**src/core/psc_pkg.sv**
```systemverilog
// constants, types and timing counts shared by the pseudo static ram controller
// assumes a single 25 MHz clock; every time below is turned into cycles of it
package psc_pkg;

  localparam int ADDR_W = 19;
  localparam int DATA_W = 8;
  localparam int WORDS = 524288;
  localparam int ROWS = 2048;
  localparam int ROW_BITS = 11;
  localparam int CNT_W = 12;

  localparam int CLK_NS = 40;

  // least times round up, longest times round down, never below one cycle
  function automatic int cyc_ceil(input int ns);
    int c;
    c = (ns + CLK_NS - 1) / CLK_NS;
    return (c < 1) ? 1 : c;
  endfunction

  function automatic int cyc_floor(input int ns);
    int c;
    c = ns / CLK_NS;
    return (c < 1) ? 1 : c;
  endfunction

  localparam int T_RC_NS = 115;
  localparam int T_RMW_NS = 165;
  localparam int T_CE_NS = 70;
  localparam int T_CEA_NS = 70;
  localparam int T_P_NS = 35;
  localparam int T_WP_NS = 25;
  localparam int T_RFD_NS = 40;
  localparam int T_FAP_MIN_NS = 30;
  localparam int T_FAP_MAX_NS = 8000;
  localparam int T_FC_NS = 130;
  localparam int T_FAS_NS = 8000;
  localparam int T_FRS_NS = 160;
  localparam int T_PAUSE_US = 100;
  localparam int T_REF_MS = 32;

  localparam int RC_CYC = cyc_ceil(T_RC_NS);
  localparam int RMW_CYC = cyc_ceil(T_RMW_NS);
  localparam int CE_CYC = cyc_ceil(T_CE_NS);
  localparam int CEA_CYC = cyc_ceil(T_CEA_NS);
  localparam int WP_CYC = cyc_ceil(T_WP_NS);
  localparam int WR_CYC = (CE_CYC > WP_CYC) ? CE_CYC : WP_CYC;
  localparam int PRE_CYC = (cyc_ceil(T_P_NS) > cyc_ceil(T_RFD_NS)) ?
                           cyc_ceil(T_P_NS) : cyc_ceil(T_RFD_NS);
  localparam int FAP_CYC = cyc_ceil(T_FAP_MIN_NS);
  localparam int FAP_MAX_CYC = cyc_floor(T_FAP_MAX_NS);
  localparam int FC_CYC = cyc_ceil(T_FC_NS);
  localparam int FAS_CYC = cyc_ceil(T_FAS_NS);
  localparam int FRS_CYC = cyc_ceil(T_FRS_NS);
  localparam int PAUSE_CYC = cyc_ceil(T_PAUSE_US * 1000);
  // one auto refresh per row slot keeps all rows inside the period
  localparam int REF_CYC = cyc_floor((T_REF_MS * 1000000) / ROWS);
  // three pin flops plus the agreement stage
  localparam int SYNC_LAT = 4;
  localparam int RD_CYC = CEA_CYC + SYNC_LAT;

  typedef enum logic [1:0] {
    OP_READ,
    OP_WRITE,
    OP_RMW
  } psc_op_e;

  typedef struct packed {
    psc_op_e op;
    logic [ADDR_W-1:0] addr;
    logic [DATA_W-1:0] wdata;
  } psc_req_s;

  typedef struct packed {
    logic valid;
    logic [DATA_W-1:0] rdata;
  } psc_rsp_s;

  typedef struct packed {
    logic chip_enable_n;
    logic output_refresh_n;
    logic rw;
    logic dq_oe;
  } psc_ctl_s;

endpackage

```
**src/core/psc_sync.sv**
```systemverilog
// three-flop input synchroniser for pins that come from outside the clock domain
// assumes the pins settle long before the value is used; a change is taken
// only once the second and third stages agree
`timescale 1ns/1ps
module psc_sync #(
  parameter int W = 8
) (
  input wire logic clk_i,
  input wire logic rst_ni,
  input wire logic en_i,
  input wire logic [W-1:0] d_i,
  output logic [W-1:0] q_o
);

  logic [W-1:0] s1_q;
  logic [W-1:0] s2_q;
  logic [W-1:0] s3_q;

  initial begin
    if (W < 1) $error("psc_sync: width must be at least one");
  end

  always_ff @(posedge clk_i or negedge rst_ni) begin
    if (!rst_ni) begin
      s1_q <= '0;
      s2_q <= '0;
      s3_q <= '0;
      q_o <= '0;
    end else if (en_i) begin
      s1_q <= d_i;
      s2_q <= s1_q;
      s3_q <= s2_q;
      // filters a bus caught mid-transition
      if (s2_q == s3_q) begin
        q_o <= s3_q;
      end
    end
  end

endmodule

```
**src/core/psc_ctrl.sv**
```systemverilog
// controller that drives a pseudo static ram through its pins
// assumes a 25 MHz clock, user logic on the same clock, and the ram on the pins
// What this block does
// - address is latched at chip enable fall; hold it steady around it
// - write data is taken at first rise of rw or chip enable
// - successive random cycles start at least 115 ns apart
// - read then write in one chip enable cycle needs 165 ns
// - all 2048 rows must be refreshed within every 32 ms
// - auto refresh pulse lasts from 30 ns to 8,000 ns
// - auto refresh pulses start at least 130 ns apart
// - wait 40 ns after chip enable rises before a refresh pulse
// - after self refresh wait 160 ns before chip enable falls
// - hold chip enable high 100 us after power-up before any access
`timescale 1ns/1ps
module psc_ctrl #(
  parameter int PAUSE_CYC = psc_pkg::PAUSE_CYC,
  parameter int REF_CYC = psc_pkg::REF_CYC
) (
  input wire logic CLOCK_I,
  input wire logic RSTN_I,
  input wire logic EN_I,
  input wire logic REQ_VALID_I,
  input wire psc_pkg::psc_req_s REQ_I,
  output logic REQ_READY_O,
  output psc_pkg::psc_rsp_s RSP_O,
  input wire logic SLEEP_I,
  output logic SLEEP_ACK_O,
  output logic INIT_DONE_O,
  output logic CHIP_ENABLE_N_O,
  output logic OUTPUT_REFRESH_N_O,
  output logic RW_O,
  output logic [psc_pkg::ADDR_W-1:0] ADDRESS_BUS_O,
  output logic [psc_pkg::DATA_W-1:0] DATA_PINS_O,
  output logic DATA_PINS_OE_O,
  input wire logic [psc_pkg::DATA_W-1:0] DATA_PINS_I
);

  localparam logic [11:0] C_PAUSE = 12'(PAUSE_CYC);
  localparam logic [11:0] C_REF = 12'(REF_CYC);
  localparam logic [11:0] C_RD = 12'(psc_pkg::RD_CYC);
  localparam logic [11:0] C_WR = 12'(psc_pkg::WR_CYC);
  localparam logic [11:0] C_PRE = 12'(psc_pkg::PRE_CYC);
  localparam logic [11:0] C_FAP = 12'(psc_pkg::FAP_CYC);
  localparam logic [11:0] C_FAPMAX = 12'(psc_pkg::FAP_MAX_CYC);
  localparam logic [11:0] C_FC = 12'(psc_pkg::FC_CYC);
  localparam logic [11:0] C_FAS = 12'(psc_pkg::FAS_CYC);
  localparam logic [11:0] C_FRS = 12'(psc_pkg::FRS_CYC);
  localparam logic [11:0] C_RC = 12'(psc_pkg::RC_CYC);
  localparam logic [11:0] C_RMW = 12'(psc_pkg::RMW_CYC);
  localparam logic [11:0] C_SAT = 12'hFFF;

  initial begin
    if (PAUSE_CYC < 1 || PAUSE_CYC > 4095) $error("psc_ctrl: PAUSE_CYC out of range");
    if (REF_CYC < psc_pkg::FC_CYC + 16 || REF_CYC > 4095) $error("psc_ctrl: bad REF_CYC");
    if (psc_pkg::FC_CYC <= psc_pkg::FAP_CYC) $error("psc_ctrl: refresh gap too short");
  end

  typedef enum logic [3:0] {
    ST_INIT, ST_IDLE, ST_SETUP, ST_RD, ST_TURN, ST_WR, ST_WEND, ST_PRE,
    ST_RF, ST_RGAP, ST_SLF, ST_SEXIT
  } psc_state_e;

  logic rst_meta_q;
  logic rst_n_q;
  psc_state_e st_q;
  psc_state_e st_d;
  logic [11:0] cnt_q;
  logic [11:0] cnt_d;
  logic [11:0] ref_cnt_q;
  logic pend_q;
  logic pend_d;
  logic accept;
  logic capture;
  psc_pkg::psc_op_e op_q;
  psc_pkg::psc_ctl_s ctl_q;
  psc_pkg::psc_ctl_s ctl_d;
  logic [psc_pkg::DATA_W-1:0] din;

  // reset enters asynchronously, leaves through two flops
  always_ff @(posedge CLOCK_I or negedge RSTN_I) begin
    if (!RSTN_I) begin
      rst_meta_q <= 1'b0;
      rst_n_q <= 1'b0;
    end else begin
      rst_meta_q <= 1'b1;
      rst_n_q <= rst_meta_q;
    end
  end

  psc_sync #(.W(psc_pkg::DATA_W)) u_din_sync (
    .clk_i(CLOCK_I),
    .rst_ni(rst_n_q),
    .en_i(EN_I),
    .d_i(DATA_PINS_I),
    .q_o(din)
  );

  function automatic logic [11:0] inc_sat(input logic [11:0] v);
    return (v == C_SAT) ? v : v + 12'h001;
  endfunction

  always_comb begin
    st_d = st_q;
    cnt_d = inc_sat(cnt_q);
    accept = 1'b0;
    capture = 1'b0;
    unique case (st_q)
      ST_INIT: begin
        if (cnt_q >= C_PAUSE - 12'h001) begin
          st_d = ST_IDLE;
        end
      end
      ST_IDLE: begin
        if (REQ_VALID_I && REQ_READY_O) begin
          accept = 1'b1;
          st_d = ST_SETUP;
        end else if (SLEEP_I) begin
          st_d = ST_SLF;
        end else if (pend_q) begin
          st_d = ST_RF;
        end
      end
      // address goes out a cycle ahead of the chip enable fall
      ST_SETUP: st_d = (op_q == psc_pkg::OP_WRITE) ? ST_WR : ST_RD;
      ST_RD: begin
        if (cnt_q == C_RD - 12'h001) begin
          capture = 1'b1;
          st_d = (op_q == psc_pkg::OP_RMW) ? ST_TURN : ST_PRE;
        end
      end
      // the ram lets go of the bus before we drive it
      ST_TURN: st_d = ST_WR;
      ST_WR: begin
        if (cnt_q == C_WR - 12'h001) begin
          st_d = ST_WEND;
        end
      end
      // rw rises while chip enable is still low, so rw's edge stores the data
      ST_WEND: st_d = ST_PRE;
      ST_PRE: begin
        if (cnt_q == C_PRE - 12'h001) begin
          st_d = ST_IDLE;
        end
      end
      ST_RF: begin
        if (cnt_q == C_FAP - 12'h001) begin
          st_d = ST_RGAP;
        end
      end
      ST_RGAP: begin
        if (cnt_q == C_FC - C_FAP - 12'h001) begin
          st_d = ST_IDLE;
        end
      end
      ST_SLF: begin
        // held at least the self refresh width even if sleep drops early
        if (!SLEEP_I && cnt_q >= C_FAS - 12'h001) begin
          st_d = ST_SEXIT;
        end
      end
      ST_SEXIT: begin
        if (cnt_q == C_FRS - 12'h001) begin
          st_d = ST_IDLE;
        end
      end
    endcase
    if (st_d != st_q) begin
      cnt_d = '0;
    end
  end

  always_comb begin
    ctl_d.chip_enable_n = !(st_d inside {ST_RD, ST_TURN, ST_WR, ST_WEND});
    // refresh pin only falls with chip enable high, or for a read
    ctl_d.output_refresh_n = !(st_d inside {ST_RD, ST_RF, ST_SLF});
    // output enable stays high through writes
    ctl_d.rw = (st_d != ST_WR);
    ctl_d.dq_oe = (st_d inside {ST_WR, ST_WEND});
  end

  always_ff @(posedge CLOCK_I or negedge rst_n_q) begin
    if (!rst_n_q) begin
      st_q <= ST_INIT;
      cnt_q <= '0;
    end else if (EN_I) begin
      st_q <= st_d;
      cnt_q <= cnt_d;
    end
  end

  // refresh slot timer; self refresh covers rows itself, so it restarts after
  assign pend_d = (ref_cnt_q == C_REF - 12'h001) || (st_q == ST_SEXIT && st_d == ST_IDLE) ||
                  (pend_q && !(st_q == ST_IDLE && st_d == ST_RF));

  always_ff @(posedge CLOCK_I or negedge rst_n_q) begin
    if (!rst_n_q) begin
      ref_cnt_q <= '0;
      pend_q <= 1'b0;
    end else if (EN_I) begin
      pend_q <= pend_d;
      if (st_q == ST_SLF || ref_cnt_q == C_REF - 12'h001) begin
        ref_cnt_q <= '0;
      end else begin
        ref_cnt_q <= ref_cnt_q + 12'h001;
      end
    end
  end

  // pins; address is left as is during refresh, the ram ignores it
  always_ff @(posedge CLOCK_I or negedge rst_n_q) begin
    if (!rst_n_q) begin
      ctl_q <= '{chip_enable_n: 1'b1, output_refresh_n: 1'b1, rw: 1'b1, dq_oe: 1'b0};
      op_q <= psc_pkg::OP_READ;
      ADDRESS_BUS_O <= '0;
      DATA_PINS_O <= '0;
    end else if (EN_I) begin
      ctl_q <= ctl_d;
      if (accept) begin
        op_q <= REQ_I.op;
        ADDRESS_BUS_O <= REQ_I.addr;
        DATA_PINS_O <= REQ_I.wdata;
      end
    end
  end

  assign CHIP_ENABLE_N_O = ctl_q.chip_enable_n;
  assign OUTPUT_REFRESH_N_O = ctl_q.output_refresh_n;
  assign RW_O = ctl_q.rw;
  assign DATA_PINS_OE_O = ctl_q.dq_oe;

  always_ff @(posedge CLOCK_I or negedge rst_n_q) begin
    if (!rst_n_q) begin
      REQ_READY_O <= 1'b0;
      RSP_O <= '0;
      SLEEP_ACK_O <= 1'b0;
      INIT_DONE_O <= 1'b0;
    end else if (EN_I) begin
      REQ_READY_O <= (st_d == ST_IDLE) && !pend_d && !SLEEP_I;
      RSP_O.valid <= capture;
      if (capture) begin
        RSP_O.rdata <= din;
      end
      SLEEP_ACK_O <= (st_d == ST_SLF);
      INIT_DONE_O <= (st_d != ST_INIT);
    end
  end

  // checking helpers: cycle counts seen at the pins
  logic [11:0] h_cef_q;
  logic [11:0] h_olow_q;
  logic [11:0] h_oef_q;
  logic [11:0] h_up_q;
  logic [11:0] h_ref_q;
  logic h_ce_q;
  logic h_oe_q;

  always_ff @(posedge CLOCK_I or negedge rst_n_q) begin
    if (!rst_n_q) begin
      h_cef_q <= C_SAT;
      h_olow_q <= '0;
      h_oef_q <= C_SAT;
      h_up_q <= '0;
      h_ref_q <= '0;
      h_ce_q <= 1'b1;
      h_oe_q <= 1'b1;
    end else if (EN_I) begin
      h_ce_q <= CHIP_ENABLE_N_O;
      h_oe_q <= OUTPUT_REFRESH_N_O;
      h_cef_q <= (h_ce_q && !CHIP_ENABLE_N_O) ? 12'h001 : inc_sat(h_cef_q);
      h_olow_q <= OUTPUT_REFRESH_N_O ? 12'h000 : inc_sat(h_olow_q);
      h_oef_q <= (h_oe_q && !OUTPUT_REFRESH_N_O && CHIP_ENABLE_N_O) ? 12'h001
                 : inc_sat(h_oef_q);
      h_up_q <= inc_sat(h_up_q);
      h_ref_q <= (!INIT_DONE_O || SLEEP_ACK_O || (h_oe_q && !OUTPUT_REFRESH_N_O
                 && CHIP_ENABLE_N_O)) ? 12'h000 : inc_sat(h_ref_q);
    end
  end
endmodule

```
**config.mk**
```make
export PLATFORM = sky130hd
export DESIGN_NAME = psc_ctrl
export DESIGN_NICKNAME = d
export VERILOG_FILES = /design/src/core/psc_pkg.sv /design/src/core/psc_sync.sv /design/src/core/psc_ctrl.sv
export SDC_FILE = /design/constraint.sdc
export NUM_CORES = 1
export LEC_CHECK = 0
export ABC_AREA = 1
export BUFFER_PORTS_ARGS = -buffer_cell sky130_fd_sc_hd__buf_2
export CORE_ASPECT_RATIO = 1.5
export CORE_UTILIZATION = 53
export CTS_BUF_LIST = sky130_fd_sc_hd__clkbuf_4
export DETAILED_ROUTE_END_ITERATION = 7
export PLACE_DENSITY = 0.87
export SLEW_MARGIN = 15
export SYNTH_ARGS = -nofsm -noshare
export SYNTH_HDL_FRONTEND = slang
export SYNTH_SLANG_ARGS = --single-unit
```
**constraint.sdc**
```tcl
create_clock -name CLOCK_I -period 3.6 [get_ports CLOCK_I]
set_clock_uncertainty 0.2 [all_clocks]
set_input_delay 0.72 -clock CLOCK_I [delete_from_list [all_inputs] [get_ports CLOCK_I]]
set_output_delay 0.72 -clock CLOCK_I [all_outputs]
set_load 0.005 [all_outputs]
```
# == Word-level counts from Yosys, hierarchy flattened ==
# Index checks and enable logic that the tools add are counted.
# totals
rom_bits,0
ram_bits,0
elab_cells,102
input_bits,42
regBits,108
latchBits,0
mem_count,0
# op_classes
n_shift,0
n_div,0
n_mul,0
n_eq_ne,30
mux,21
reduce_logical,25
addsub,2
bitwise_logic,0
n_lt_le_gt_ge,2
# ops
cell,n
4-bit one-hot mux with 12 select lines,1
4-bit two-way mux,11
12-bit two-way mux,3
"4-bit by 3-bit equality test with 1-bit output, second input constant",7
"12-bit by 1-bit adder with 12-bit output, second input constant",2
"12-bit by 2-bit equality test with 1-bit output, second input constant",2
"4-bit equality test, second input constant",6
"12-bit by 1-bit equality test with 1-bit output, second input constant",1
"12-bit equality test, second input constant",1
"12-bit by 3-bit equality test with 1-bit output, second input constant",1
"12-bit by 9-bit equality test with 1-bit output, second input constant",1
"4-bit by 2-bit equality test with 1-bit output, second input constant",3
"12-bit greater-or-equal comparator, second input constant",1
"12-bit by 8-bit greater-or-equal comparator with 1-bit output, second input constant",1
12-bit logical NOT,1
"4-bit by 1-bit equality test with 1-bit output, second input constant",2
8-bit equality test,1
2-bit AND reduction,4
4-bit nonzero test,2
1-bit logical AND,7
1-bit logical NOT,5
4-bit logical NOT,1
1-bit two-way mux,4
"4-bit by 3-bit != test with 1-bit output, second input constant",1
other kinds (9),11

# == Longest topological paths before layout ==
# Gate-level depths: netlist (run 1).
# depth
ltp_word,12
mapped_depth,16
mapped_depth_nobuf,16

# == Cells and area by module ==
# From an unflattened synthesis (run 1), not the netlist that was laid out.
# hier_totals
hier_cells,598
area_unflattened_um2,5440.2
# modules_own_cells
mod,area_per_inst_um2,cells_each,n_inst,seq_area_each_um2
psc_ctrl,3967.6,442,1,1905.6
psc_sync,1472.7,156,1,800.8

# == Worst setup path before layout (run 1) ==
# No wires, ideal clock.
# synth_path
path_kind,in2reg
from,input EN_I
to,register ref_cnt_q[11]
slack_ns,1.457
cell_stages,10
arrival_ns,1.799
setup_time_ns,0.144
path_cell_list,nand2_1 > nor3_1 > nand3_1 > nor2_1 > nand2_1 > nor2_1 > nand2_1 > nor2_1 > and3_1 > nor3_1
# synth_lines
element,line_no,source
from (decl),psc_ctrl.sv:21,"input wire logic EN_I,"
to (signal assigned),psc_ctrl.sv:204,ref_cnt_q <= ref_cnt_q + 12'h001;
to (decl),psc_ctrl.sv:69,logic [11:0] ref_cnt_q;

# == Worst setup path in the final report (run 1) ==
# layout_path
from,register cnt_q[0]
to,register REQ_READY_O
# layout_via
elab_chain_cells,12
word_cells_on_any_way,28
cone_classes,order compare: 2; eq/ne: 6; mux: 9; reduce/logical: 11
# layout_lines
element,line_no,source
from (decl),psc_ctrl.sv:67,logic [11:0] cnt_q;
from (signal assigned),psc_ctrl.sv:187,cnt_q <= cnt_d;
12-bit by 8-bit greater-or-equal comparator with 1-bit output,psc_ctrl.sv:157,if (!SLEEP_I && cnt_q >= C_FAS - 12'h001) begin
1-bit logical AND,psc_ctrl.sv:157,
4-bit two-way mux,psc_ctrl.sv:157,
4-bit one-hot mux with 12 select lines *,psc_ctrl.sv:107,unique case (st_q)
4-bit equality test,psc_ctrl.sv:193,(pend_q && !(st_q == ST_IDLE && st_d == ST_RF));
1-bit logical AND,psc_ctrl.sv:193,
1-bit logical NOT,psc_ctrl.sv:193,
1-bit logical AND,psc_ctrl.sv:193,
1-bit logical OR,psc_ctrl.sv:192,assign pend_d = (ref_cnt_q == C_REF - 12'h001) || (st_q == ST_SEXIT && st_d == ST_IDLE) ||
1-bit logical NOT,psc_ctrl.sv:238,REQ_READY_O <= (st_d == ST_IDLE) && !pend_d && !SLEEP_I;
1-bit logical AND * (2 in series),psc_ctrl.sv:238,
to (signal assigned),psc_ctrl.sv:238,
to (decl),psc_ctrl.sv:24,"output logic REQ_READY_O,"
# Every way passes the cells marked *; elsewhere a longest branch is shown, timed or not.
# A chain may end at the register's enable or synchronous reset.

==> results.yml, run 1 <==
setup_path:
  end_kind: "register"
  endpoint: "REQ_READY_O"
  r2r-start: "cnt_q[0]"
  critPathMaxFanout: 5
  crit_path_start_kind: "register"
  crit_required_ns: 3.77
  critPathKind: "register to register"
  cp.arrival_ns: 2.55
  r2r-end: "REQ_READY_O"
  reg2regPathDepth: 13
  r2r_slack_ns: 1.21
  crit_start: "cnt_q[0]"
final_layout:
  layout_commonest_cell: "nand2_1"
  syn_to_final_growth_pct: 13.8
  mostFrequentLayoutCells: "133 x nand2_1, 104 x dfrtp_1, 84 x buf_2"
  drive_gt1_frac: 0.258
  final_cells: 760
  fin_nets: 691
  final_core_util: 0.622
  num_antenna_cells: 0
place:
  gp_congestion: 0.959
  placed_cells: 743
  dp_hpwl_mm: 7.91
  port_buffers: 84
cts:
  cts-root-buf: "clkbuf_4"
  cts_tree: "done"
  postCtsSetupRepairBufs: 0
  clkLatencyLatePin_ns: 0.47
  cts_sinks: 108
  cts-buffers-inserted: 9
  path_clk_slew_ns: 0.18
  clockBufferDepth: 2
  cts.htree.levels: 3
yosys:
  ys.flop_type: "dfrtp_1"
  synthCells: 555
  ys_types: 41
  yosysWarnings: 0
  synth_nets: 603
  synthArstFlopShare: 1.00
  seq_area_frac_synth: 0.535
  synth_edf_count: 0
  syn_area_per_cell_um2: 9.12
  syn_area_um2: 5060
  ys_ff_latch: 108
routing:
  first_pass_iters: 4
  ant_nets: 0
  vias_per_cell: 5.21
  post-route-drc-count: 0
  post_drt_wl_per_cell_um: 13.6
  vias: 3962
  drt-initial-drc-count: 216
  wirelength_mm: 10.4
sta:
  period_share: 0.663
  fmax_mhz: 419
  max-slew-margin-rel: 0.545
  fin_tns_setup_ns: 0
  hold_viol_final: 0
  rsz0062_at_grt: "false"
  maxSlewViolCount: 0
  setup-violations-final: 0
  worst_pin_slew_ns: 0.682
  timing.final.crit_period_ns: 2.39
die:
  die_area_um2: 9950
  ios: 85
  row_count: 43
  fp.dieH_um: 122
  start_util: 0.547
  die_w_um: 81.8
  core_um2: 9250
min_path:
  min_path_type: "register to asynchronous set/reset pin"
grt:
  antenna_found_initial: 0
  grtUsageTotal: 0.226
  grt_overflow: 0
  grt_pass1_vias: 3901
  grt_max_degree: 56
  grt_first_pass_wirelength_mm: 17.1
power:
  power.density_nw_per_um2: 574
  leakage_nw: 3.11
  max-vdd-ir-drop_v: 0.000393
run_status:
  status: "finished clean"
run:
  cap_viol_max_count: 0
-- kinds of logic after synthesis --
family / share of synthesized area
buffers and inverters: 0.0539
other: 0.000741
multiplexers: 0.0799
XOR/XNOR: 0.0242
AND/OR/NAND/NOR: 0.228
AO/OA/AOI/OAI: 0.0638
flip-flops: 0.535
adder cells (fa/ha/maj): 0.0148
-- flip-flops by register name, indices dropped and copies added, names as in the netlist --
name	cells
OUTPUT_REFRESH_N_O	1
RSP_O	9
u_din_sync.s3_q	8
u_din_sync.q_o	8
rst_n_q	1
rst_meta_q	1
RW_O	1
SLEEP_ACK_O	1
CHIP_ENABLE_N_O	1
op_q	2
cnt_q	12
INIT_DONE_O	1
ref_cnt_q	12
u_din_sync.s2_q	8
DATA_PINS_O	8
REQ_READY_O	1
DATA_PINS_OE_O	1
st_q	4
pend_q	1
u_din_sync.s1_q	8
ADDRESS_BUS_O	19
-- worst min-delay path by stage --
| stage | startpoint | endpoint | slack (ns) |
|---|---|---|---|
| floorplan | rst_meta_q | rst_n_q | 0.13 |
| global placement | rst_meta_q | rst_n_q | 0.14 |
| detailed placement | rst_meta_q | rst_n_q | 0.14 |
| CTS | rst_meta_q | rst_n_q | 0.18 |
| global route | rst_meta_q | rst_n_q | 0.19 |
| finish | rst_n_q | st_q[0] | 0.16 |
-- cell type report --
cell class / count / area [um2]
flip-flops and latches: 108 / 2710
fillers: 772 / 3490
clock inverters: 6 / 60.1
repair buffers: 91 / 475
clock buffers: 10 / 75.1
inverters: 57 / 216
multi-input cells: 376 / 2080
well taps: 112 / 140
-- power by group --
| part | switching, mW | leakage (nW) | total [mW] | internal (mW) |
|---|---|---|---|---|
| clock network | 0.419 | 0.0679 | 0.583 | 0.164 |
| registers | 0.175 | 1.42 | 1.60 | 1.42 |
| logic | 0.715 | 1.63 | 1.13 | 0.411 |
| total | 1.31 | 3.11 | 3.31 | 2.00 |
-- per-layer routing --
metal | track usage | vias up | part of all wire
met5 | 0 | - | 0
met4 | 0.0877 | 0 | 0.021
met3 | 0.0494 | 19 | 0.044
met2 | 0.401 | 89 | 0.54
met1 | 0.257 | 1881 | 0.39
li1 | - | 1973 | -
-- stage by stage --
| stage | power [mW] | cell area [um2] | hold WS (ns) | setup WS (ns) |
|---|---|---|---|---|
| finish | 3.31 | 5760 | 0.158 | 1.21 |
| global route | 3.54 | 5760 | 0.190 | 1.04 |
| CTS | 3.34 | 5760 | 0.176 | 1.26 |
| detailed placement | 2.75 | 5610 | 0.143 | 0.945 |
| global placement | 2.69 | 5610 | 0.140 | 1.05 |
| floorplan | 2.41 | 5060 | 0.131 | 0.174 |
-- worst max-delay path, cell delays in order (launching register included) --
cell and delay (ns):
dfrtp_1 0.47, inv_1 0.14, ha_1 0.16, inv_1 0.04, nor2_1 0.16, nand2_1 0.11
o21ai_2 0.17, nand3_1 0.16, nor2_1 0.29, nand4_1 0.14, nand2_1 0.08, inv_1 0.05
nand3_1 0.06, nand2_1 0.05
-- synth_stat cells (2+ instances only) --
| library cell | number | area share |
|---|---|---|
| a21oi_1 | 10 | 0.0099 |
| buf_1 | 2 | 0.0015 |
| buf_2 | 3 | 0.0030 |
| clkbuf_1 | 9 | 0.0067 |
| dfrtp_1 | 105 | 0.52 |
| dfstp_2 | 3 | 0.016 |
| ha_1 | 6 | 0.015 |
| inv_1 | 52 | 0.039 |
| inv_2 | 4 | 0.0030 |
| mux2_2 | 35 | 0.078 |
| nand2_1 | 133 | 0.099 |
| nand2_2 | 5 | 0.0062 |
| nand3_1 | 23 | 0.023 |
| nand3_2 | 2 | 0.0040 |
| nand4_1 | 11 | 0.014 |
| nor2_1 | 61 | 0.045 |
| nor2_2 | 4 | 0.0049 |
| nor3_1 | 8 | 0.0079 |
| nor3b_1 | 6 | 0.0089 |
| nor4_1 | 3 | 0.0037 |
| o211ai_1 | 2 | 0.0030 |
| o21ai_0 | 34 | 0.034 |
| o21ai_1 | 2 | 0.0020 |
| o21ai_2 | 2 | 0.0035 |
| o22ai_1 | 2 | 0.0025 |
| xnor2_1 | 5 | 0.0087 |
| xor2_1 | 9 | 0.016 |
-- what timing repair did --
action | CTS | global route
hold buffers | 1 | 0
resized for setup | 0 | 0
endpoints found under the hold margin | 2 | 0
(Power assumes the default switching activity.)
==> run 2: changes to the inputs <==
- PLACE_DENSITY: 0.87 -> 0.84
- clock period: 3.6 -> 2.4 ns (I/O delays scaled with it)
==> run 2 against run 1 <==
Combinational power rose by 72%. Via count increased by 6.2%. Highest routed layer unchanged. Sequential cell count stayed put. Setup slack worse by 1.1 ns. Sequential power grew 49%. Non-clock buffer count increased by 28. Clock power grew 52%. Critical path depth is 3 lower. Design area is 5.7% higher. Clock-buffer cell count stayed put.
==> results.yml, run 2 (synthesis gave the netlist of run 1 again) <==
run_status:
  status: "finished clean"
die:
  core_um2: 9250
  ios: 85
  die_area_um2: 9950
  start_util: 0.547
  fp.dieH_um: 122
  die_w_um: 81.8
  row_count: 43
routing:
  post_drt_wl_per_cell_um: 14.6
  vias: 4207
  wirelength_mm: 11.5
  vias_per_cell: 5.33
  dr_wl_met2_mm: 6.30
  ant_nets: 0
  drt-initial-drc-count: 211
  wl_met1_mm: 4.45
  highest_layer: "met4"
  post-route-drc-count: 0
  first_pass_iters: 4
  wl_met3_um: 428
final_layout:
  fin_nets: 719
  largest_reg_flops: 19
  reg_top3: "ADDRESS_BUS_O: 19 flops, cnt_q: 12 flops, ref_cnt_q: 12 flops"
  layout_commonest_cell: "nand2_1"
  syn_to_final_growth_pct: 20.3
  max_flop_register: "ADDRESS_BUS_O"
  mostFrequentLayoutCells: "131 x nand2_1, 100 x dfrtp_1, 84 x buf_2"
  final_core_util: 0.658
  final_cells: 789
  drive_gt1_frac: 0.297
cts:
  cts_tree: "done"
  cts-buffers-inserted: 9
  cts_sinks: 108
  cts-root-buf: "clkbuf_4"
  path_clk_slew_ns: 0.18
  clockBufferDepth: 2
  clkLatencyLatePin_ns: 0.48
  cts.htree.levels: 3
place:
  placed_cells: 748
  gp_congestion: 0.924
  place_ws_ns: -0.0359
  dp_hpwl_mm: 8.10
  port_buffers: 84
setup_path:
  critPathMaxFanout: 11
  crit_path_start_kind: "register"
  critical_path.max_stage_delay_ns: 0.48
  cpMostUsedCell: "nor2_1"
  cp.arrival_ns: 2.47
  path_buf_inv: 1
  cp_cell_sequence: "ha_2, nand2_1, nor2_1, nand2_1, nor3_1, a21oi_2, inv_1, nor2_1, xnor2_1, nor2_1"
  crit_slowest_cell: "dfrtp_2"
  end_kind: "register"
  crit_required_ns: 2.59
  crit_family: "simple AND/OR/NAND/NOR gates"
  critPathKind: "register to register"
sta:
  period_share: 0.954
  setup_slack_ns: 0.111
  setup-violations-final: 0
  maxSlewViolCount: 0
  fin_tns_setup_ns: 0
  timing.final.crit_period_ns: 2.29
  fmax_mhz: 437
  hold_viol_final: 0
power:
  power.density_nw_per_um2: 856
  power.total_mw: 5.21
  max-vdd-ir-drop_v: 0.000628
  leakage_nw: 3.26
grt:
  grtUsageTotal: 0.247
  grt_max_degree: 43
  grt_overflow: 0
  grt_pass1_vias: 4273
  grt_first_pass_wirelength_mm: 18.7
  antenna_found_initial: 1
run:
  cap_viol_max_count: 0
min_path:
  min_path_type: "input port to register"
run 2: cell types whose count changed in the layout (fill, tap and decap cells not counted), moves of 2 or more:
cell | previous run | this run
buf_4 | 6 | 20
dfrtp_1 | 104 | 100
dfrtp_2 | 0 | 4
dlygate4sd3_1 | 1 | 14
nand2_1 | 133 | 131
nand2_2 | 5 | 7
nor2_1 | 61 | 52
nor2_2 | 4 | 8
nor2_4 | 0 | 5
run 2: worst paths after layout:
path                            from  slack, ns            endpoint  cells after the start
max                         cnt_q[0]       0.11            cnt_q[7]                     10
min                        REQ_I[24]       0.02   ADDRESS_BUS_O[16]                      2
max reg2reg                 cnt_q[0]       0.11            cnt_q[7]                     10
min reg2reg                  rst_n_q       0.04  u_din_sync.s3_q[6]                      0
max in group asynchronous    rst_n_q       1.35             st_q[3]                      1
min in group asynchronous    rst_n_q       0.04  u_din_sync.s3_q[6]                      0
run 2: stage by stage:
step	hold WS, ns	instance area (um2)
floorplan	-0.0156	5060
global placement	0.0388	5660
detailed placement	0.0416	5660
CTS	0.00122	5930
global route	0.00341	6090
finish	0.0158	6090
run 2: what timing repair did:
item | CTS | global route
cloned | 0 | 0
resized for setup | 1 | 24
hold endpoints to repair | 14 | 1
hold buffers | 13 | 1
setup buffers | 0 | 10
endpoints found under the setup margin | 1 | 15
pin swaps | 0 | 2
run 2: power breakdown:
part           switching, mW  internal [mW]
logic                   1.19          0.748
registers              0.253           2.14
clock network          0.638          0.247
total                   2.08           3.13
run 2: final cells by class:
cell class	count	area, um2
Timing Repair Buffer	119	731
Fill cell	752	3160
Tap cell	112	140
Sequential cell	108	2720
Inverter	57	216
Clock buffer	10	75.1
Clock inverter	6	56.3
Antenna cell	1	2.50
Multi-Input combinational cell	376	2150
run 2: routing by layer:
metal	global-route usage	vias to the layer above
li1	-	2030
met3	0.0457	26
met4	0.123	0
met2	0.436	110
met1	0.276	2041
met5	0	-
